===== src/inc/vip_pkg.sv =====
package vip_pkg;
	localparam int VIP_NSRC      = 32;
	localparam int VIP_IDX_W     = 5;
	localparam int VIP_PRIO_W    = 8;
	localparam int VIP_IMPL_W    = 3;
	localparam int VIP_GROUP_W   = 3;
	localparam logic [2:0] VIP_GROUP_RST = 3'h3;
	localparam logic [2:0] VIP_IMPL_BITS = 3'h3;
	localparam logic [2:0] VIP_LVL_IDLE  = 3'h7;
	typedef logic [VIP_IMPL_W-1:0] vip_lvl_t;
	typedef enum logic [1:0] {
		VIP_ST_IDLE   = 2'b01,
		VIP_ST_ACTIVE = 2'b10
	} vip_state_e;
endpackage


===== src/design/vip_prio_mem.sv =====
`timescale 1ns/10ps
module vip_prio_mem
	import vip_pkg::*;
(
	input  wire logic                    mclk,      // System clock
	input  wire logic                    reset_n,   // Async reset, active low
	input  wire logic                    wr_en,     // Priority write strobe
	input  wire logic [VIP_IDX_W-1:0]    wr_idx,    // Source written
	input  wire logic [VIP_PRIO_W-1:0]   wr_data,   // Full priority byte
	input  wire logic [VIP_IDX_W-1:0]    rd_idx,    // Source read
	output logic      [VIP_PRIO_W-1:0]   rd_data,   // Registered read byte
	output logic      [VIP_NSRC*VIP_IMPL_W-1:0] lvl_flat // All implemented levels
);
	vip_lvl_t                  lvl_reg  [VIP_NSRC];
	vip_lvl_t                  lvl_next [VIP_NSRC];
	logic     [VIP_PRIO_W-1:0] rd_reg;
	logic     [VIP_PRIO_W-1:0] rd_next;

	genvar g;
	generate
		for (g = 0; g < VIP_NSRC; g++) begin : g_ent
			always_comb begin
				lvl_next[g] = lvl_reg[g];
				if (wr_en && wr_idx == VIP_IDX_W'(g))
					lvl_next[g] = wr_data[VIP_PRIO_W-1 -: VIP_IMPL_W];
			end
			always_ff @(posedge mclk or negedge reset_n) begin
				if (!reset_n)
					lvl_reg[g] <= '0;
				else
					lvl_reg[g] <= lvl_next[g];
			end
			assign lvl_flat[g*VIP_IMPL_W +: VIP_IMPL_W] = lvl_reg[g];
		end
	endgenerate

	// Unimplemented low bits read back as zero
	always_comb begin
		rd_next = {lvl_reg[rd_idx], {(VIP_PRIO_W-VIP_IMPL_W){1'b0}}};
	end
	always_ff @(posedge mclk or negedge reset_n) begin
		if (!reset_n)
			rd_reg <= '0;
		else
			rd_reg <= rd_next;
	end
	assign rd_data = rd_reg;
endmodule


===== src/design/vip_top.sv =====
`timescale 1ns/10ps
module vip_top
	import vip_pkg::*;
(
	input  wire logic                  mclk,          // System clock
	input  wire logic                  reset_n,       // Async reset, active low
	input  wire logic [VIP_NSRC-1:0]   src_irq,       // Peripheral request levels
	input  wire logic                  en_set,        // Pulse: enable source en_idx
	input  wire logic                  en_clr,        // Pulse: disable source en_idx
	input  wire logic [VIP_IDX_W-1:0]  en_idx,        // Source for enable change
	input  wire logic                  prio_wr,       // Pulse: write priority byte
	input  wire logic [VIP_IDX_W-1:0]  prio_idx,      // Source for priority access
	input  wire logic [VIP_PRIO_W-1:0] prio_wdata,    // Priority byte
	output logic      [VIP_PRIO_W-1:0] prio_rdata,    // Priority read, one cycle late
	input  wire logic                  group_wr,      // Pulse: write grouping
	input  wire logic [2:0]            group_wdata,   // Preemptive bit count
	output logic      [2:0]            group_rdata,   // Grouping read back
	output logic      [VIP_NSRC-1:0]   enable_rdata,  // Enable bits read back
	output logic                       irq_req,       // Request to core, level
	output logic      [VIP_IDX_W-1:0]  irq_vec,       // Source to service
	input  wire logic                  irq_ack,       // Core takes best_idx, not irq_vec
	input  wire logic                  irq_done,      // Core ends active handler
	output logic                       irq_active,    // Handler in progress
	output logic      [VIP_IDX_W-1:0]  active_vec     // Source being handled
);
	// ----------------------------------------
	// Configuration state
	// ----------------------------------------
	logic [VIP_NSRC-1:0] en_reg;
	logic [VIP_NSRC-1:0] en_next;
	logic [2:0]          group_reg;
	logic [2:0]          group_next;
	logic [VIP_NSRC*VIP_IMPL_W-1:0] lvl_flat;

	always_comb begin
		en_next    = en_reg;
		group_next = group_reg;
		// Only the controller copy of the enable moves; peripheral enables are outside
		if (en_set)
			en_next[en_idx] = 1'b1;
		if (en_clr)
			en_next[en_idx] = 1'b0;
		if (group_wr)
			group_next = group_wdata;
	end

	always_ff @(posedge mclk or negedge reset_n) begin
		if (!reset_n) begin
			en_reg    <= '0;
			group_reg <= VIP_GROUP_RST;
		end else begin
			en_reg    <= en_next;
			group_reg <= group_next;
		end
	end

	assign group_rdata  = group_reg;
	assign enable_rdata = en_reg;

	// ----------------------------------------
	// Priority storage
	// ----------------------------------------
	// Only the arbitrated level bits are kept; the low byte bits cost no flops
	vip_prio_mem u_mem (
		.mclk     (mclk),
		.reset_n  (reset_n),
		.wr_en    (prio_wr),
		.wr_idx   (prio_idx),
		.wr_data  (prio_wdata),
		.rd_idx   (prio_idx),
		.rd_data  (prio_rdata),
		.lvl_flat (lvl_flat)
	);

	// ----------------------------------------
	// Arbitration
	// ----------------------------------------
	logic [VIP_NSRC-1:0]  pend;
	logic                 best_found;
	logic [VIP_IDX_W-1:0] best_idx;
	vip_lvl_t             best_lvl;
	vip_lvl_t             best_pre;
	vip_lvl_t             pre_mask;
	logic [2:0]           sub_bits;

	assign pend = src_irq & en_reg;

	// ----------------------------------------
	// Grouping decode
	// ----------------------------------------
	// Grouping g leaves 8-g subpriority bits in the byte; three are implemented,
	// so settings of three and above leave all of them preemptive
	always_comb begin
		if (group_reg >= VIP_IMPL_BITS)
			sub_bits = 3'h0;
		else
			sub_bits = VIP_IMPL_BITS - group_reg;
		pre_mask = vip_lvl_t'(VIP_LVL_IDLE << sub_bits);
	end

	// ----------------------------------------
	// Winner search
	// ----------------------------------------
	// Strict less-than while scanning up keeps the lowest index on ties
	always_comb begin
		best_found = 1'b0;
		best_idx   = '0;
		best_lvl   = VIP_LVL_IDLE;
		for (int i = 0; i < VIP_NSRC; i++) begin
			if (pend[i] && (!best_found || lvl_flat[i*VIP_IMPL_W +: VIP_IMPL_W] < best_lvl)) begin
				best_found = 1'b1;
				best_idx   = VIP_IDX_W'(i);
				best_lvl   = lvl_flat[i*VIP_IMPL_W +: VIP_IMPL_W];
			end
		end
		best_pre = best_lvl & pre_mask;
	end

	// ----------------------------------------
	// Active handler tracking
	// ----------------------------------------
	vip_state_e           st_reg;
	vip_state_e           st_next;
	logic [VIP_IDX_W-1:0] act_reg;
	logic [VIP_IDX_W-1:0] act_next;
	vip_lvl_t             act_pre_reg;
	vip_lvl_t             act_pre_next;
	logic                 req_ok;
	logic [VIP_IDX_W-1:0] vec_reg;
	logic [VIP_IDX_W-1:0] vec_next;

	// ----------------------------------------
	// Preemption gate
	// ----------------------------------------
	// Preempt only on a strictly more urgent preemptive level; equals wait and
	// are tail-chained once irq_done returns the state to idle
	always_comb begin
		case (st_reg)
			VIP_ST_IDLE:   req_ok = best_found;
			VIP_ST_ACTIVE: req_ok = best_found && (best_pre < act_pre_reg);
			default:       req_ok = 1'b0;
		endcase
	end

	always_comb begin
		st_next      = st_reg;
		act_next     = act_reg;
		act_pre_next = act_pre_reg;
		vec_next     = best_idx;
		case (st_reg)
			VIP_ST_IDLE: begin
				if (irq_ack && req_ok) begin
					st_next      = VIP_ST_ACTIVE;
					act_next     = best_idx;
					act_pre_next = best_pre;
				end
			end
			VIP_ST_ACTIVE: begin
				// Nesting depth is the core's business; this tracks the innermost only
				if (irq_ack && req_ok) begin
					act_next     = best_idx;
					act_pre_next = best_pre;
				end else if (irq_done) begin
					st_next = VIP_ST_IDLE;
				end
			end
			default: st_next = VIP_ST_IDLE;
		endcase
	end

	// ----------------------------------------
	// Handler state registers
	// ----------------------------------------
	always_ff @(posedge mclk or negedge reset_n) begin
		if (!reset_n) begin
			st_reg      <= VIP_ST_IDLE;
			act_reg     <= '0;
			act_pre_reg <= VIP_LVL_IDLE;
			vec_reg     <= '0;
		end else begin
			st_reg      <= st_next;
			act_reg     <= act_next;
			act_pre_reg <= act_pre_next;
			vec_reg     <= vec_next;
		end
	end

	// ----------------------------------------
	// Outputs to the core
	// ----------------------------------------
	// Request stays combinational so an ack can land in the cycle it rises;
	// the vector is registered and therefore trails the request by one cycle
	assign irq_req    = req_ok;
	assign irq_vec    = vec_reg;
	assign irq_active = (st_reg == VIP_ST_ACTIVE);
	assign active_vec = act_reg;
endmodule


===== config.mk =====
export PLATFORM = sky130hd
export DESIGN_NAME = vip_top
export DESIGN_NICKNAME = d
export VERILOG_FILES = /design/src/inc/vip_pkg.sv /design/src/design/vip_prio_mem.sv /design/src/design/vip_top.sv
export SDC_FILE = /design/constraint.sdc
export NUM_CORES = 1
export LEC_CHECK = 0
export BUFFER_PORTS_ARGS = -buffer_cell sky130_fd_sc_hd__clkbuf_2
export CAP_MARGIN = 25
export CORE_MARGIN = 2
export CORE_UTILIZATION = 50
export DETAILED_ROUTE_END_ITERATION = 16
export PLACE_DENSITY_LB_ADDON = 0.1
export SLEW_MARGIN = 20
export SYNTH_ARGS = -nofsm -noshare
export SYNTH_HDL_FRONTEND = slang
export SYNTH_SLANG_ARGS = --single-unit

===== constraint.sdc =====
create_clock -name mclk -period 70.3 [get_ports mclk]
set_input_delay 14.06 -clock mclk [delete_from_list [all_inputs] [get_ports mclk]]
set_output_delay 14.06 -clock mclk [all_outputs]
set_load 0.01 [all_outputs]

[Word level (Yosys, flattened, before mapping)]
Index checks and enable logic that the tools add are counted.
Word-level totals
  register bits: 149
  input bits: 61
  output and inout port bits: 55
  word-level logic and storage cells: 359
Operators by class
  add/subtract/negate cells: 1
  order comparisons: 36
  equal/unequal tests: 36
  shift-type cells: 1
  mux-type cells: 108
  bitwise gates (word level): 6
  reductions and logical operators: 132
Operators by type and width (count)
  5-bit two-way mux: 30
  3-bit two-way mux: 35
  3-bit < comparator: 32
  5-bit equality test, second input constant: 16
  1-bit logical AND: 66
  32-bit bitwise AND: 2
  32-bit two-way mux: 2
  5-bit by 4-bit equality test with 1-bit output, second input constant: 8
  1-bit two-way mux: 34
  32-bit NOT: 1
  32-bit OR: 1
  1-bit logical NOT: 31
  1-bit logical OR: 31
  5-bit by 3-bit equality test with 1-bit output, second input constant: 4
  3-bit binary-select mux with 5-bit select: 1
  5-bit by 2-bit equality test with 1-bit output, second input constant: 2
  6-bit greater-or-equal comparator, second input constant: 1
  5-bit by 6-bit < comparator with 1-bit output, second input constant: 1
  2-bit two-way mux: 3
  2-bit != test, second input constant: 3
  5-bit NOT with 6-bit output: 1
  1-bit demux with 5-bit select: 1
  5-bit by 1-bit equality test with 1-bit output, second input constant: 1
  5-bit by 1-bit greater-or-equal comparator with 1-bit output, second input constant: 1
  12 further kinds: 12

[Depth between registers and ports, before layout]
Gate-level depths: netlist (run 1).
  depth in word-level cells: 133
  gate-level depth with buffers: 233
  depth with buffers taken out: 230

[Modules after synthesis]
A second synthesis (run 1) with hierarchy kept.
Unflattened totals
  cells, all modules: 1370
  area total of the unflattened synthesis: 12393.1 sq um
Modules (own cells, without submodules)
  vip_top: instances 1, cells each 1068, area each 7731.2 sq um, seq. area each 1258.7 sq um
  vip_prio_mem: instances 1, cells each 302, area each 4662.0 sq um, seq. area each 2477.4 sq um

[Least setup slack after synthesis (run 1)]
Ideal clock, no wire load.
  path type: input to output
  start: input src_irq[1]
  end: output irq_req
  arrival: 51443 ps
  required time: 56240 ps
  path slack: 4797 ps
  stages: 214
  buffers on the path: 3
  cell sequence: nand2_1 -> o22ai_1 -> ha_1 -> nor2_1 -> o21bai_1 -> o31ai_1 -> nor4b_1 -> nor2_1 -> and2_1 -> maj3_1 -> a31oi_1 -> mux2i_1 -> inv_1 -> ha_1 -> o21a_1 -> nor2_1 -> nor4_1 -> a21o_1 -> [... 178 more ...] -> a21o_1 -> a211oi_1 -> a21oi_1 -> mux2_2 -> ha_1 -> nor2_1 -> nor2_1 -> nor2_1 -> a21oi_1 -> nand2_1 -> a21oi_1 -> or2_2 -> a21oi_1 -> ha_1 -> and3_1 -> a22o_1 -> o22ai_1 -> o21a_1
On the way
  longest elaborated chain between the ends: 127
  elaborated cells between the ends (all ways): 188
  classes of those cells: 31 x order compare; 63 x mux; 2 x bitwise; 92 x reduce/logical
Ends and longest elaborated chain
  start: declaration: line vip_top.sv:7  | input wire logic [VIP_NSRC-1:0] src_irq,
  32-bit bitwise AND *: line vip_top.sv:86  | assign pend = src_irq & en_reg;
  1-bit logical AND *: line vip_top.sv:110  | if (pend[i] && (!best_found || lvl_flat[i*VIP_IMPL_W +: VIP_IMPL_W] < best_lvl)) begin
  3-bit two-way mux / 1-bit two-way mux (equally long branches): line vip_top.sv:110
  3-bit < comparator / 1-bit logical NOT (equally long branches): line vip_top.sv:110
  1-bit logical OR: line vip_top.sv:110
  1-bit logical AND: line vip_top.sv:110
  3-bit two-way mux / 1-bit two-way mux (equally long branches): line vip_top.sv:110
  3-bit < comparator / 1-bit logical NOT (equally long branches): line vip_top.sv:110
  [... 112 more ...]
  1-bit logical OR: line vip_top.sv:110
  1-bit logical AND: line vip_top.sv:110
  3-bit two-way mux *: line vip_top.sv:110
  3-bit bitwise AND *: line vip_top.sv:116  | best_pre = best_lvl & pre_mask;
  via best_pre[1]: line vip_top.sv:82  | vip_lvl_t best_pre;
  3-bit < comparator *: line vip_top.sv:140  | VIP_ST_ACTIVE: req_ok = best_found && (best_pre < act_pre_reg);
  1-bit logical AND *: line vip_top.sv:140
  1-bit case mux with 2 select lines *: line vip_top.sv:138  | case (st_reg)
  end: declaration: line vip_top.sv:19  | output logic irq_req,
The timed path passes the listed nets; every way through them passes the cells marked *.

[Worst setup path in the final report (run 1)]
Same ends and word-level chain as after synthesis.

==> out/metrics.yaml, run 1 <==
grt_max_degree: 67
clock_latency_ns: 0.44
syn_inst: 1335
synth_area_leaders: "dfrtp_1 30%, mux2_2 9.3%, a21oi_1 5.6%, mux4_2 5.6%, nand2_1 3.9%"
synthTopCellsByCount: "143 x dfrtp_1, 136 x a21oi_1, 124 x nand2_1, 100 x mux2_2, 95 x nor2_1"
slowest_delay_ns: 0.51
yosysUniqueCellTypes: 103
setup_viol: 0
fin_area_um2: 14330
n_fill_cell: 2117
endpoint_kind: "output port"
ant_nets: 0
clock-sinks: 149
initialDrtViolationCount: 955
reg2reg_slack_ns: 29.65
fp.coreArea_um2: 23610
ys_warn_count: 0
synth-seq-cells: 149
wl_per_cell_um: 20.86
grt_usage: 0.2972
top_level_ports: 116
async_flop_share: 1.000
worst_hold_path_type: "flop to flop"
vias: 11610
finalPower_mw: 0.8167
synth-edff-count: 0
drive_gt1_frac: 0.2938
portBuffers: 105
yosysSeqAreaShare: 0.3093
finalSetupTns_ns: 0
min_path_cells: 2
crit_top_cell: "ha_1"
post-synth-top-count-cell: "dfrtp_1"
hold_viol: 0
dieWidth_um: 159.4
hold_buffers: 0
crit_required_ns: 56.24
period_share: 0.9632
clockBufferDepth: 2
ir_drop_uv: 44.26
grt.overflow.total: 0
yosysTopAreaCell: "dfrtp_1"
ff2ff_path_depth: 215
clk_pin_slew_ns: 0.06
firstDrtPassIters: 5
cp-start-kind: "input port"
placed_area_um2: 13490
slew_headroom: 0.4070
maxSlewViolCount: 0
fin_nets: 1609
finish.utilization: 0.6069
cts_tree: "built"
grt_first_pass_wirelength_mm: 59.72
slowest_stage: "or4bb_1"
floorplan.initialDensity: 0.5115
antenna_cells: 0
yosysTopAreaCellShare: 0.2963
cp_data_arrival_time_ns: 53.65
wl_mm: 38.47
maxCapViolCount: 0
worstMarginPinSlew_ns: 0.8895
fin_skew_ns: 0.01041
layout_min_cycle_time_ns: 67.71
powerDensity_nw_per_um2: 56.99
viasPerCell: 6.296
drc_errors: 0
largest_reg_flops: 96
place_hpwl_mm: 28.58
root_buffer: "clkbuf_16"
gp_congestion: 0.9495
die-area_um2: 25410
area_growth_pct: 18.66
synthFlopType: "dfrtp_1"
worst-setup-path-type: "input port to output port"
worstPathMaxFanout: 9
synth.cell_area_um2: 12080
htree_levels: 4
fmax_mhz: 14.77
p_leak_nw: 6.256
die_h_um: 159.4
numCtsBuffers: 17
first_global_vias: 10952
status: "finished clean"
grt_antenna_before_repair: 0
avgSynthCellArea_um2: 9.047
rows: 56
logic make-up (layout without fill, tap and decap cells):
kind of cell             after synthesis  in the layout  synth area share
flip-flops                           149            149            0.3093
adder cells (fa/ha/maj)               48             48           0.04745
other                                  1              5         0.0003105
AND/OR/NAND/NOR                      428            428            0.1770
AO/OA/AOI/OAI                        431            431            0.2460
buffers and inverters                114            300           0.03823
multiplexers                         164            164            0.1816
layout by cell type (no fill, tap or decap), types with 8 or more instances in the layout:
master and count:
nor3_1 21, maj3_1 10, clkbuf_2 106, nand2_1 124, nor2_1 93, a211oi_1 20, ha_1 36, nand3_1 29
and3_1 19, a211o_1 8, inv_1 71, o211ai_1 15, and2_1 18, mux4_2 30, o21ai_0 62, o21ai_1 10
or2_2 10, dfrtp_1 143, buf_4 89, a21oi_1 130, nand4_1 11, a21o_1 33, clkbuf_16 17, mux2_2 100
o31ai_1 10, or3_1 12, nor2b_1 14, o21a_1 10, mux2i_1 21, nand2b_1 25
repair_timing:
| item | CTS | global route |
|---|---|---|
| gates resized for setup | 0 | 54 |
| buffers inserted | 0 | 5 |
| endpoints found under the setup margin | 0 | 1 |
report_power, final:
group / switching (mW) / leakage [nW] / total [mW] / internal [mW]
Sequential: 0.0276 / 1.84 / 0.135 / 0.108
Clock: 0.0402 / 0.255 / 0.0891 / 0.0489
Combinational: 0.319 / 4.16 / 0.592 / 0.273
Total: 0.387 / 6.26 / 0.817 / 0.430
critical path, delay by kind of cell:
family / cells / cell delay [ns]
compound gates: 80 / 15.44
simple gates: 66 / 10.32
fa+ha+maj: 31 / 7.99
mux: 16 / 3.83
buf+inv: 23 / 1.94
final timing paths:
kind / from / to
max: src_irq[1] / irq_req
min: act_pre_reg[0] / act_pre_reg[0]
max reg2reg: enable_rdata[1] / active_vec[1]
min reg2reg: act_pre_reg[0] / act_pre_reg[0]
max in group asynchronous: reset_n / act_pre_reg[1]
min in group asynchronous: reset_n / u_mem.lvl_flat[7]
routing by layer:
layer | global-route usage | part of all wire | wire length, um
met2 | 0.4504 | 0.44 | 16960
met1 | 0.4196 | 0.46 | 17550
met4 | 0.1045 | 0.032 | 1213
met3 | 0.06616 | 0.071 | 2743
met5 | 0 | 0 | 0
through the flow:
stage / hold slack, ns / setup WS (ns) / instances
after CTS: 0.4923 / 0.4032 / 1837
after global routing: 0.5178 / -0.2998 / 1844
after detailed placement: 0.4825 / 0.6829 / 1805
after floorplan: 0.4566 / 4.797 / 1339
final: 0.4901 / 2.590 / 1844
after global placement: 0.4740 / 0.9418 / 1804
final cells by class:
class	count	area (um2)	share of cell area
clock buffer	18	429.2	0.02995
clock inverter	14	128.9	0.008993
inverter	71	266.5	0.01860
multi-input combinational	1076	8134	0.5676
sequential	149	3736	0.2607
tap	319	399.1	0.02785
timing repair buffer	197	1237	0.08635
(Power assumes the default switching activity.)
==> run 2: changes to the inputs <==
Settings changed: CORE_MARGIN 2 to 4, CORE_UTILIZATION 50 to 55.
Clock period 70.3 ns to 75.5 ns, I/O delays scaled along.
==> out/metrics.yaml, run 2 (synthesis gave the netlist of run 1 again) <==
clk_pin_slew_ns: 0.06
crit_family: "compound AO/OA/AOI/OAI gates"
cp.depth: 212
area_growth_pct: 12.70
maxSlewViolCount: 0
grt.overflow.total: 0
wl_mm: 36.69
gp_congestion: 0.9368
clockBufferDepth: 2
worstMarginPinSlew_ns: 0.9005
place_hpwl_mm: 27.02
clock_latency_ns: 0.43
fp.coreArea_um2: 21290
firstDrtPassIters: 5
layout_common_cells: "143 x dfrtp_1, 131 x a21oi_1, 124 x nand2_1, 105 x clkbuf_2, 100 x mux2_2"
drc_errors: 0
hold_path.startpoint: "act_pre_reg[0]"
initialDrtViolationCount: 861
grt_antenna_before_repair: 1
worstPathMaxFanout: 11
ir_drop_uv: 44.76
p_leak_nw: 5.886
die_h_um: 156.2
rows: 53
crit_required_ns: 60.40
worst_hold_path_type: "flop to flop"
crit_top_cell: "ha_1"
startpoint: "src_irq[1]"
status: "finished clean"
worst-setup-path-type: "input port to output port"
fin_nets: 1528
grt_max_degree: 97
finalSetupTns_ns: 0
period_share: 0.9550
layout_min_cycle_time_ns: 72.10
largest_reg_flops: 96
grt_first_pass_wirelength_mm: 58.28
fin_skew_ns: 0.007166
top_level_ports: 116
powerDensity_nw_per_um2: 50.42
htree_levels: 4
cp_num_buf_inv: 23
slowest_delay_ns: 0.56
endpoint_kind: "output port"
numCtsBuffers: 17
slowest_stage: "or4_1"
grt_usage: 0.3010
stdcell_count: 1720
dpl.cell_count: 1681
wl_per_cell_um: 21.33
n_fill_cell: 1825
ff2ff_path_depth: 210
cp-start-kind: "input port"
floorplan.initialDensity: 0.5674
cp_data_arrival_time_ns: 57.00
viasPerCell: 6.504
min_path_cells: 2
worstReg2RegStart: "enable_rdata[1]"
die-area_um2: 24400
root_buffer: "clkbuf_16"
portBuffers: 105
first_global_vias: 10646
drive_gt1_frac: 0.2431
dieWidth_um: 156.2
clock-sinks: 149
ant_nets: 0
hold_viol: 0
maxCapViolCount: 0
slew_headroom: 0.3984
vias: 11187
cts_tree: "built"
fmax_mhz: 13.87
setup_viol: 0
final_common_cell: "dfrtp_1"
run 2: cell count changes in the layout (fill, tap and decap cells not counted), sizes merged:
cell	delta
inv	-3
buf	-80
diode	+1
bufinv	+2
run 2: per-layer routing:
metal | vias up | part of all wire | track usage
met1 | 5469 | 0.46 | 0.4412
li1 | 5247 | - | -
met4 | 0 | 0.021 | 0.08388
met2 | 419 | 0.45 | 0.4605
met5 | - | 0 | 0
met3 | 52 | 0.069 | 0.05465
run 2: tightest hold or removal path: cells and delay by family, from the launching register on:
family,cells,cell delay [ns]
DFF,1,0.36
buffers and inverters,1,0.06
muxes,1,0.06
run 2: worst paths after layout:
check | to | slack [ns]
setup / recovery | irq_req | 3.40
setup reg to reg | active_vec[2] | 32.66
hold reg to reg | act_pre_reg[0] | 0.49
hold / removal | act_pre_reg[0] | 0.49
min in group asynchronous | u_mem.lvl_flat[1] | 14.77
max in group asynchronous | u_mem.lvl_flat[88] | 59.46
run 2: stage by stage:
| stage | area, um2 | hold WS, ns | total power [mW] | util | setup slack [ns] |
|---|---|---|---|---|---|
| after global placement | 12810 | 0.4746 | 0.5652 | 0.6018 | 1.524 |
| final | 13610 | 0.4876 | 0.6863 | 0.6395 | 3.398 |
| after CTS | 13400 | 0.4868 | 0.6654 | 0.6296 | 0.8347 |
| after global routing | 13610 | 0.5147 | 0.7446 | 0.6395 | -0.06969 |
| after detailed placement | 12810 | 0.4732 | 0.5753 | 0.6018 | 1.064 |
| after floorplan | 12090 | 0.4566 | 0.4638 | - | 7.917 |
run 2: power by group:
part	switching [mW]	leakage [nW]	internal, mW
Combinational	0.277	3.78	0.195
Clock	0.0351	0.271	0.0517
Sequential	0.0264	1.84	0.100
Total	0.339	5.89	0.348
run 2: final cells by class:
| cell class | instances | area, um2 | area share |
|---|---|---|---|
| inverters | 71 | 266.5 | 0.01958 |
| clock inverters | 13 | 158.9 | 0.01167 |
| flip-flops and latches | 149 | 3736 | 0.2745 |
| multi-input cells | 1076 | 8059 | 0.5921 |
| well taps | 275 | 344.1 | 0.02528 |
| repair buffers | 116 | 611.8 | 0.04495 |
| clock buffers | 19 | 432.9 | 0.03180 |
| diodes | 1 | 2.502 | 0.0001838 |
run 2: repair_timing:
action / CTS / global route
buffers inserted: 0 / 5
hold buffers: 0 / 0
setup endpoints to repair: 0 / 1
hold endpoints to repair: 0 / 0
gates resized for setup: 0 / 34
